## src/core/sgl_cfg.svh

```systemverilog
`ifndef SGL_CFG_SVH
`define SGL_CFG_SVH
`define SGL_CODE_BITS   8
`define SGL_CODE_RESET  8'h00
`define SGL_MASTER_RESET 1'b0
`define SGL_PD_OFF_NS   45
`define SGL_CLK_NS      40
`define SGL_GAIN_STEP_MILLI   16'h004d
`define SGL_GAIN_OFFS_MILLI   16'h013c
`define SGL_PIN_COUNT   4
`define SGL_PIN_DATA    0
`define SGL_PIN_SCK     1
`define SGL_PIN_WIN     2
`define SGL_PIN_SLEEP   3
`define SGL_PIN_IDLE    4'hc
`endif

```

## src/core/sgl_pkg.sv

```systemverilog
`include "sgl_cfg.svh"
package sgl_pkg;
  typedef logic [`SGL_CODE_BITS-1:0] sgl_code_t;
  typedef enum logic {SGL_AMP_SLEEP, SGL_AMP_FWD} sgl_mode_e;
endpackage : sgl_pkg

```

## src/core/sgl_gain_loader.sv

```systemverilog
// Contract
// - three host-driven inputs: serial data, load window low, serial clock.
// - gain code is eight bits, 256 settings.
// - code arrives msb first, one bit per serial clock rise.
// - while window low, applied gain keeps the previous code.
// - window rise after eight clocks applies the shifted code.
// - window rise stops further shifting.
// - code is unsigned 0..255, gain 0.316 plus 0.077 per step.
// - sleep input high: forward mode, output amplifier on.
// - sleep input low: amplifier off, forward output off, reverse stage on.
// - sleep leaves applied gain and input stage untouched.
// - bit taken in master on rise, moved to slave on fall.
// - window fall holds gain and enables shifting.
// - sleep acts any time, output off within 45 ns, gain kept; the logic takes three 40 ns clocks from the pin.
`timescale 1ns/1ns
`include "sgl_cfg.svh"
module sgl_gain_loader #(
  parameter int CODE_BITS = `SGL_CODE_BITS
) (
  input  wire logic                 clock,
  input  wire logic                 resetn,
  input  wire logic                 serial_gain_in,
  input  wire logic                 serial_clk,
  input  wire logic                 load_window_n,
  input  wire logic                 amp_sleep_n,
  output logic      [CODE_BITS-1:0] gain_code,
  output logic      [15:0]          gain_milli,
  output logic                      fwd_amp_en,
  output logic                      fwd_out_en,
  output logic                      rev_amp_en,
  output logic                      shift_en
);
  import sgl_pkg::*;

  // pins that cross into the clock domain, and their levels while idle
  localparam int              PINS     = `SGL_PIN_COUNT;
  localparam logic [PINS-1:0] PIN_IDLE = `SGL_PIN_IDLE;
  // clocks allowed from a synchronised sleep request to the amplifier going off
  localparam int              PD_CYC   = (`SGL_PD_OFF_NS / `SGL_CLK_NS) < 1 ? 1 :
                                         (`SGL_PD_OFF_NS / `SGL_CLK_NS);

  // shifter, latch and gain arithmetic are built for one code width only
  if (CODE_BITS != `SGL_CODE_BITS) begin : g_bad_width
    $error("code width must be eight");
  end

  // gain in thousandths of a volt per volt, code read as unsigned
  function automatic logic [15:0] gain_to_milli(input logic [CODE_BITS-1:0] code);
    return 16'(`SGL_GAIN_OFFS_MILLI) + 16'(`SGL_GAIN_STEP_MILLI) * 16'(code);
  endfunction : gain_to_milli

  // forward mode decode shared by the three amplifier enables
  function automatic logic is_forward(input sgl_mode_e mode);
    return mode == SGL_AMP_FWD;
  endfunction : is_forward

  // gain shown while reset holds the reset code
  localparam logic [15:0] MILLI_AT_RESET = gain_to_milli(`SGL_CODE_RESET);

  // raw pins gathered into one vector, bit positions named in the config header
  logic [PINS-1:0] pin_raw;
  always_comb begin
    pin_raw                 = '0;
    pin_raw[`SGL_PIN_DATA]  = serial_gain_in;
    pin_raw[`SGL_PIN_SCK]   = serial_clk;
    pin_raw[`SGL_PIN_WIN]   = load_window_n;
    pin_raw[`SGL_PIN_SLEEP] = amp_sleep_n;
  end

  // per pin: two synchroniser stages, then one delay stage for edge finding
  // reset loads each pin's idle level so that no false edge follows reset
  logic [PINS-1:0] pin_sync;
  logic [PINS-1:0] pin_last;
  for (genvar p = 0; p < PINS; p++) begin : g_sync
    logic meta_ff;
    logic sync_ff;
    logic last_ff;
    logic nxt_meta;
    logic nxt_sync;
    logic nxt_last;
    // only the second stage reads the first
    always_comb begin
      nxt_meta = pin_raw[p];
      nxt_sync = meta_ff;
      nxt_last = sync_ff;
    end
    always_ff @(posedge clock or negedge resetn) begin
      if (!resetn) begin
        meta_ff <= PIN_IDLE[p];
        sync_ff <= PIN_IDLE[p];
        last_ff <= PIN_IDLE[p];
      end else begin
        meta_ff <= nxt_meta;
        sync_ff <= nxt_sync;
        last_ff <= nxt_last;
      end
    end
    assign pin_sync[p] = sync_ff;
    assign pin_last[p] = last_ff;
  end

  // synchronised levels and the serial clock and window edges
  logic sdat;
  logic sck_r;
  logic sck_f;
  logic win_n;
  logic win_r;
  logic sleep_n;
  always_comb begin
    sdat    = pin_sync[`SGL_PIN_DATA];
    sck_r   = pin_sync[`SGL_PIN_SCK] & ~pin_last[`SGL_PIN_SCK];
    sck_f   = ~pin_sync[`SGL_PIN_SCK] & pin_last[`SGL_PIN_SCK];
    win_n   = pin_sync[`SGL_PIN_WIN];
    win_r   = pin_sync[`SGL_PIN_WIN] & ~pin_last[`SGL_PIN_WIN];
    sleep_n = pin_sync[`SGL_PIN_SLEEP];
  end

  // master takes data on a serial rise, the shifter takes the master on a fall,
  // both only while the window is open; a window rise copies shifter to latch
  logic                 master_ff;
  logic                 nxt_master;
  logic [CODE_BITS-1:0] shreg_ff;
  logic [CODE_BITS-1:0] nxt_shreg;
  logic [CODE_BITS-1:0] code_ff;
  logic [CODE_BITS-1:0] nxt_code;
  always_comb begin
    nxt_master = master_ff;
    nxt_shreg  = shreg_ff;
    nxt_code   = code_ff;
    // a closed window gates both serial edges, so stray clocks do nothing
    if (!win_n && sck_r) begin
      nxt_master = sdat;
    end
    if (!win_n && sck_f) begin
      nxt_shreg = {shreg_ff[CODE_BITS-2:0], master_ff};
    end
    // the latch stays closed except at the window's rise
    if (win_r) begin
      nxt_code = shreg_ff;
    end
  end
  // shifter and latch registers; the latch keeps its code through sleep
  always_ff @(posedge clock or negedge resetn) begin
    if (!resetn) begin
      master_ff <= `SGL_MASTER_RESET;
      shreg_ff  <= `SGL_CODE_RESET;
      code_ff   <= `SGL_CODE_RESET;
    end else begin
      master_ff <= nxt_master;
      shreg_ff  <= nxt_shreg;
      code_ff   <= nxt_code;
    end
  end

  // amplifier mode follows the synchronised sleep pin at any time
  // three clocks from the pin: the price of synchronising an asynchronous input
  sgl_mode_e mode_ff;
  sgl_mode_e nxt_mode;
  always_comb begin
    nxt_mode = sleep_n ? SGL_AMP_FWD : SGL_AMP_SLEEP;
  end
  always_ff @(posedge clock or negedge resetn) begin
    if (!resetn) begin
      mode_ff <= SGL_AMP_FWD;
    end else begin
      mode_ff <= nxt_mode;
    end
  end

  // gain in thousandths, one clock behind the applied code
  logic [15:0] gm_ff;
  logic [15:0] nxt_gm;
  always_comb begin
    nxt_gm = gain_to_milli(code_ff);
  end
  always_ff @(posedge clock or negedge resetn) begin
    if (!resetn) begin
      gm_ff <= MILLI_AT_RESET;
    end else begin
      gm_ff <= nxt_gm;
    end
  end

  // outputs: latch and gain from registers, amplifier enables decoded from the mode, shift enable from the window
  assign gain_code  = code_ff;
  assign gain_milli = gm_ff;
  assign fwd_amp_en = is_forward(mode_ff);
  assign fwd_out_en = is_forward(mode_ff);
  assign rev_amp_en = !is_forward(mode_ff);
  assign shift_en   = !win_n;
endmodule : sgl_gain_loader

```

## config.mk

```make
export PLATFORM = sky130hd
export DESIGN_NAME = sgl_gain_loader
export DESIGN_NICKNAME = d
export VERILOG_FILES = /design/src/core/sgl_pkg.sv /design/src/core/sgl_gain_loader.sv
export VERILOG_INCLUDE_DIRS = /design/src /design/src/core
export SDC_FILE = /design/constraint.sdc
export NUM_CORES = 1
export LEC_CHECK = 0
export BUFFER_PORTS_ARGS = -buffer_cell sky130_fd_sc_hd__buf_4
export CAP_MARGIN = 20
export CELL_PAD_IN_SITES_DETAIL_PLACEMENT = 1
export CELL_PAD_IN_SITES_GLOBAL_PLACEMENT = 2
export CORE_MARGIN = 2
export CORE_UTILIZATION = 38
export DETAILED_ROUTE_END_ITERATION = 7
export GPL_TIMING_DRIVEN = 0
export PLACE_DENSITY_LB_ADDON = 0.15
export SYNTH_ARGS = -nofsm -noshare
export SYNTH_HDL_FRONTEND = slang
export SYNTH_SLANG_ARGS = --single-unit
```

## constraint.sdc

```tcl
create_clock -name clock -period 4.2 [get_ports clock]
set_input_delay 0.21 -clock clock [delete_from_list [all_inputs] [get_ports clock]]
set_output_delay 0.21 -clock clock [all_outputs]
set_load 0.03 [all_outputs]
```

==> run_results.csv, run 1 <==
group,metric,value,unit
outcome,outcome,"finished clean",
hold_path,min_from,"g_sync[3].meta_ff",
sta,setup_violations,0,
grt,grtUsageTotal,0.126,
cells_and_area,syn_to_final_growth,21.6,%
synthesis,syn_avg_cell_area,11.9,um^2
clock_network,clkSlewWorstSetupHoldPaths,0.09,ns
route,firstDrtPassIters,3,
cells_and_area,num_antenna_cells,0,
cells_and_area,nNetsFinal,301,
critical_path,r2r-start,"gain_code[5]",
place,post-dp-hpwl,3.24,mm
synthesis,synth_top_cell_area_share,0.329,
die,fp.coreArea,6280,um^2
synthesis,yosysWarnings,0,
place,port_buffers,32,
route,drc,0,
sta,rsz0062_at_grt,"false",
route,dr_wl_met3,139,um
die,fp.dieH,84.0,um
clock_network,cts.sinks,43,
die,die_area,7060,um^2
clock_network,numCtsBuffers,5,
synthesis,netlist_area,2430,um^2
place,place_congestion,0.696,
sta,fin_crit_sh,0.887,
clock_network,cts_root_buf,"clkbuf_8",
die,die_x,84.0,um
critical_path,crit_type,"reg2reg",
sta,min_period,3.73,ns
grt,grt_max_degree,44,
critical_path,arrival,3.96,ns
run,drv_cap,0,
route,wl_per_cell,12.9,um
critical_path,cp.required,4.43,ns
sta,maxSlewHeadroom,0.598,
sta,tightest_slew,0.600,ns
route,vias,1534,
sta,finalMaxSlewViolations,0,
grt,grt_pass1_wl,7.00,mm
clock_network,cts_tree,"built",
synthesis,yosysTopAreaCell,"dfrtp_1",
sta,tns,0,ns
cells_and_area,layout-drive-gt1-share,0.292,
die,initial_core_util,0.388,
route,ant_nets,0,
clock_network,cts_max_path_buffers,2,
sta,fin_worst_skew,0.00714,ns
synthesis,synthTopCellsByArea,"dfrtp_1 33%, ha_1 19%, dfstp_2 12%, fa_1 8.2%, mux2_2 4.6%",
route,wl_met1,1.87,mm
critical_path,startpoint_type,"register",
synthesis,netlist_instances,205,
route,wl,4.21,mm
clock_network,cts_setup_buffers,0,
grt,grt_overflow,0,
critical_path,crit_start,"gain_code[5]",
route,viasPerCell,4.69,
grt,antenna_found_initial,0,
die,rows,29,
synthesis,synth_seq_cells,43,
synthesis,synth_cell_type_count,28,
critical_path,cp-end-kind,"register",
sta,finalHoldViolCount,0,
synthesis,seq_area_frac_synth,0.448,
grt,grt_pass1_vias,1539,
route,wl_met2,2.15,mm
synthesis,synth_nets,257,
critical_path,rrSetupSlack,0.47,ns
route,initialDrtViolationCount,28,
die,io_pins,34,
critical_path,crit_fanout,6,
hold_path,min_path_type,"reg2reg",
clock_network,ctsHtreeMaxLevel,2,
sta,fmax,268,MHz
route,top_layer,"met4",
clock_network,clk_latency,0.30,ns
-- cell type report --
type / count / area (um^2)
Fill cell: 683 / 3320
Multi-Input combinational cell: 129 / 1200
Sequential cell: 43 / 1090
Timing Repair Buffer: 37 / 290
Inverter: 29 / 109
Tap cell: 77 / 96.3
Clock inverter: 3 / 71.3
Clock buffer: 5 / 68.8
Buffer: 4 / 30.0
-- cells by family after synthesis --
| logic type | share of synthesized area |
|---|---|
| buffers and inverters | 0.0571 |
| AO/OA/AOI/OAI | 0.0632 |
| multiplexers | 0.0463 |
| other | 0.00154 |
| flip-flops | 0.448 |
| adder cells (fa/ha/maj) | 0.267 |
| XOR/XNOR | 0.0432 |
| AND/OR/NAND/NOR | 0.0735 |
-- final timing paths --
check	end	depth (start not counted)
setup / recovery	gain_milli[13]	12
hold / removal	g_sync[3].nxt_last	0
setup reg to reg	gain_milli[13]	12
hold reg to reg	g_sync[3].nxt_last	0
max in group asynchronous	g_sync[3].nxt_last	2
min in group asynchronous	gain_milli[13]	2
-- through the flow --
stage	area (um^2)	worst slack, ns	cells	utilization	hold WS (ns)
floorplan	2430	0.600	205	-	-0.0856
global placement	2770	0.475	314	0.441	0.233
detailed placement	2770	0.446	314	0.441	0.232
CTS	2920	0.411	323	0.465	0.000331
global route	2960	0.281	327	0.472	0.367
finish	2960	0.473	327	0.472	0.361
-- sequential cells by signal, summed over array words and instances, names as in the netlist --
register	count
fwd_amp_en	1
gain_milli	15
g_sync.nxt_last	4
g_sync.last_ff	2
shreg_ff	8
g_sync.meta_ff	4
gain_code	8
master_ff	1
-- worst max-delay path, cell delays in order, from the launching register on --
cell	delay [ns]
dfrtp_1	0.49
ha_1	0.34
ha_1	0.31
fa_1	0.53
inv_1	0.05
fa_1	0.52
inv_1	0.04
ha_1	0.37
and3_1	0.23
a221oi_2	0.31
nand2b_2	0.12
a31oi_2	0.20
xnor2_1	0.14
-- repair_timing --
item | CTS | global route
resized for setup | 0 | 0
hold buffers | 1 | 4
hold endpoints to repair | 32 | 4
-- Yosys cell counts --
cell type,count
a211oi_2,1
conb_1,1
ha_1,36
and3_1,2
a21o_1,5
nand2b_2,1
a31oi_2,1
a21o_2,1
a221oi_2,1
inv_1,29
mux2_2,10
buf_4,4
a211oi_1,1
fa_1,10
xnor2_1,7
nor3_1,2
o21ai_0,4
a21oi_1,8
nor3b_2,1
and3_2,1
nor2_1,5
nor2b_1,1
xor2_1,5
and4_2,1
nand2b_1,1
dfstp_2,11
nand2_1,23
dfrtp_1,32
-- layout by cell type (no fill, tap or decap), types with 4 or more instances in the layout --
master	Yosys	final
buf_4	4	36
dlygate4sd3_1	0	5
mux2_2	10	10
xnor2_1	7	7
a21o_1	5	5
a21oi_1	8	8
fa_1	10	10
nor2_1	5	5
inv_1	29	29
dfrtp_1	32	32
nand2_1	23	23
dfstp_2	11	11
ha_1	36	36
o21ai_0	4	4
xor2_1	5	5
clkbuf_8	0	5
-- metal layers --
| metal | up-vias | GRT usage |
|---|---|---|
| met2 | 24 | 0.224 |
| met4 | 0 | 0.0396 |
| met3 | 5 | 0.0326 |
| met1 | 746 | 0.148 |
| met5 | - | 0 |
| li1 | 759 | - |
Power of run 1 is not shown: default switching activity piles up to over one toggle a cycle in this logic, so the estimate is an artifact.
==> run 2, diff against run 1 <==
Settings changed: HOLD_SLACK_MARGIN set to 0.05, RECOVER_POWER set to 25.
==> run_results.csv, run 2 (same netlist as run 1, synthesis figures left out) <==
group,metric,value,unit
critical_path,cp.required,4.43,ns
grt,grt_pass1_vias,1551,
critical_path,crit_fanout,6,
die,die_area,7060,um^2
route,firstDrtPassIters,3,
clock_network,clk_latency,0.30,ns
grt,antenna_found_initial,0,
clock_network,numCtsBuffers,5,
clock_network,cts_max_path_buffers,2,
cells_and_area,largest_register_ffs,15,
critical_path,crit_top_cell,"ha_1",
outcome,outcome,"complete, but fails checks",
grt,grt_max_degree,44,
clock_network,ctsResizeCount,0,
critical_path,startpoint_type,"register",
cells_and_area,final_cell_mix,"36 x ha_1, 32 x dfrtp_1, 31 x buf_4, 29 x inv_1, 23 x nand2_1",
die,die_x,84.0,um
route,wl_per_cell,12.8,um
clock_network,cts.sinks,43,
grt,grt_pass1_wl,7.03,mm
route,initialDrtViolationCount,23,
sta,fin_crit_sh,0.887,
sta,tns,0,ns
cells_and_area,num_antenna_cells,0,
sta,finalHoldViolCount,0,
sta,tightest_slew,2.24,ns
clock_network,clkSlewWorstSetupHoldPaths,0.09,ns
sta,fmax,268,MHz
die,io_pins,34,
place,post-dp-hpwl,3.24,mm
clock_network,cts_tree,"built",
place,place_congestion,0.696,
hold_path,min_path_type,"reg2reg",
critical_path,crit_type,"reg2reg",
sta,finalMaxSlewViolations,44,
die,fp.dieH,84.0,um
sta,setup_violations,0,
critical_path,cp-end-kind,"register",
run,drv_cap,1,
cells_and_area,nNetsFinal,301,
cells_and_area,syn_to_final_growth,21.5,%
die,fp.coreArea,6280,um^2
clock_network,cts_setup_buffers,0,
critical_path,slowest_delay,0.53,ns
sta,maxSlewHeadroom,-0.492,
route,ant_nets,0,
route,vias,1534,
grt,grtUsageTotal,0.127,
clock_network,cts_root_buf,"clkbuf_8",
route,drc,0,
grt,grt_overflow,0,
clock_network,ctsHtreeMaxLevel,2,
outcome,violations,"capacitance limit, slew limit",
sta,rsz0062_at_grt,"false",
sta,fin_worst_skew,0.00700,ns
die,rows,29,
cells_and_area,layout-drive-gt1-share,0.284,
route,wl,4.20,mm
critical_path,path_cells,"ha_1 -> ha_1 -> fa_1 -> inv_1 -> fa_1 -> inv_1 -> ha_1 -> and3_1 -> a221oi_2 -> nand2b_2 -> a31oi_2 -> xnor2_1",
cells_and_area,layout_commonest_cell,"ha_1",
critical_path,reg2reg_depth,12,
critical_path,arrival,3.96,ns
die,initial_core_util,0.388,
hold_path,hold_depth,0,
critical_path,cpMaxStageDelayCell,"fa_1",
sta,min_period,3.73,ns
route,viasPerCell,4.69,
place,port_buffers,32,
[run 2: cell types whose count changed in the layout (fill, tap and decap cells not counted), sizes merged]
cell | before | now
buf | 36 | 31
clkbuf | 5 | 10
[run 2: routing by layer]
| metal | wire length [um] | vias to the layer above | track usage |
|---|---|---|---|
| met5 | 0 | - | 0 |
| met4 | 40 | 0 | 0.0396 |
| met3 | 139 | 5 | 0.0326 |
| met2 | 2150 | 24 | 0.227 |
| met1 | 1870 | 747 | 0.148 |
| li1 | - | 758 | - |
[run 2: area by class of cell]
cell class | instances | area (um^2)
buffer | 4 | 30.0
clock buffer | 5 | 68.8
clock inverter | 3 | 71.3
fill | 682 | 3320
inverter | 29 | 109
multi-input combinational | 129 | 1200
sequential | 43 | 1090
tap | 77 | 96.3
timing repair buffer | 37 | 287
[run 2: worst paths after layout]
kind	from	end	slack, ns
max in group asynchronous	resetn	shreg_ff[1]	1.81
max	gain_code[5]	gain_milli[13]	0.47
min	g_sync[3].meta_ff	g_sync[3].nxt_last	0.36
max reg2reg	gain_code[5]	gain_milli[13]	0.47
min reg2reg	g_sync[3].meta_ff	g_sync[3].nxt_last	0.36
min in group asynchronous	resetn	gain_milli[13]	1.12
[run 2: critical path, delay by kind of cell, from the launching register on]
kind            cells  cell delay, ns
compound gates      2            0.51
xor+xnor            1            0.14
fa+ha+maj           5            2.07
buf+inv             2            0.09
flops               1            0.49
simple gates        2            0.35
[run 2: per-stage QoR]
stage               instance area, um^2  setup WS [ns]  cells  hold slack, ns   util
floorplan                          2430          0.600    205         -0.0856      -
CTS                                2960          0.411    327           0.363  0.472
detailed placement                 2770          0.446    314           0.232  0.441
global route                       2960          0.281    327           0.367  0.471
finish                             2960          0.473    327           0.361  0.471
global placement                   2770          0.475    314           0.233  0.441
[run 2: timing repair]
action,CTS,global route
hold buffers,5,0
endpoints found under the setup margin,0,0
hold endpoints to repair,36,0
Power of run 2 is left out for the same reason.
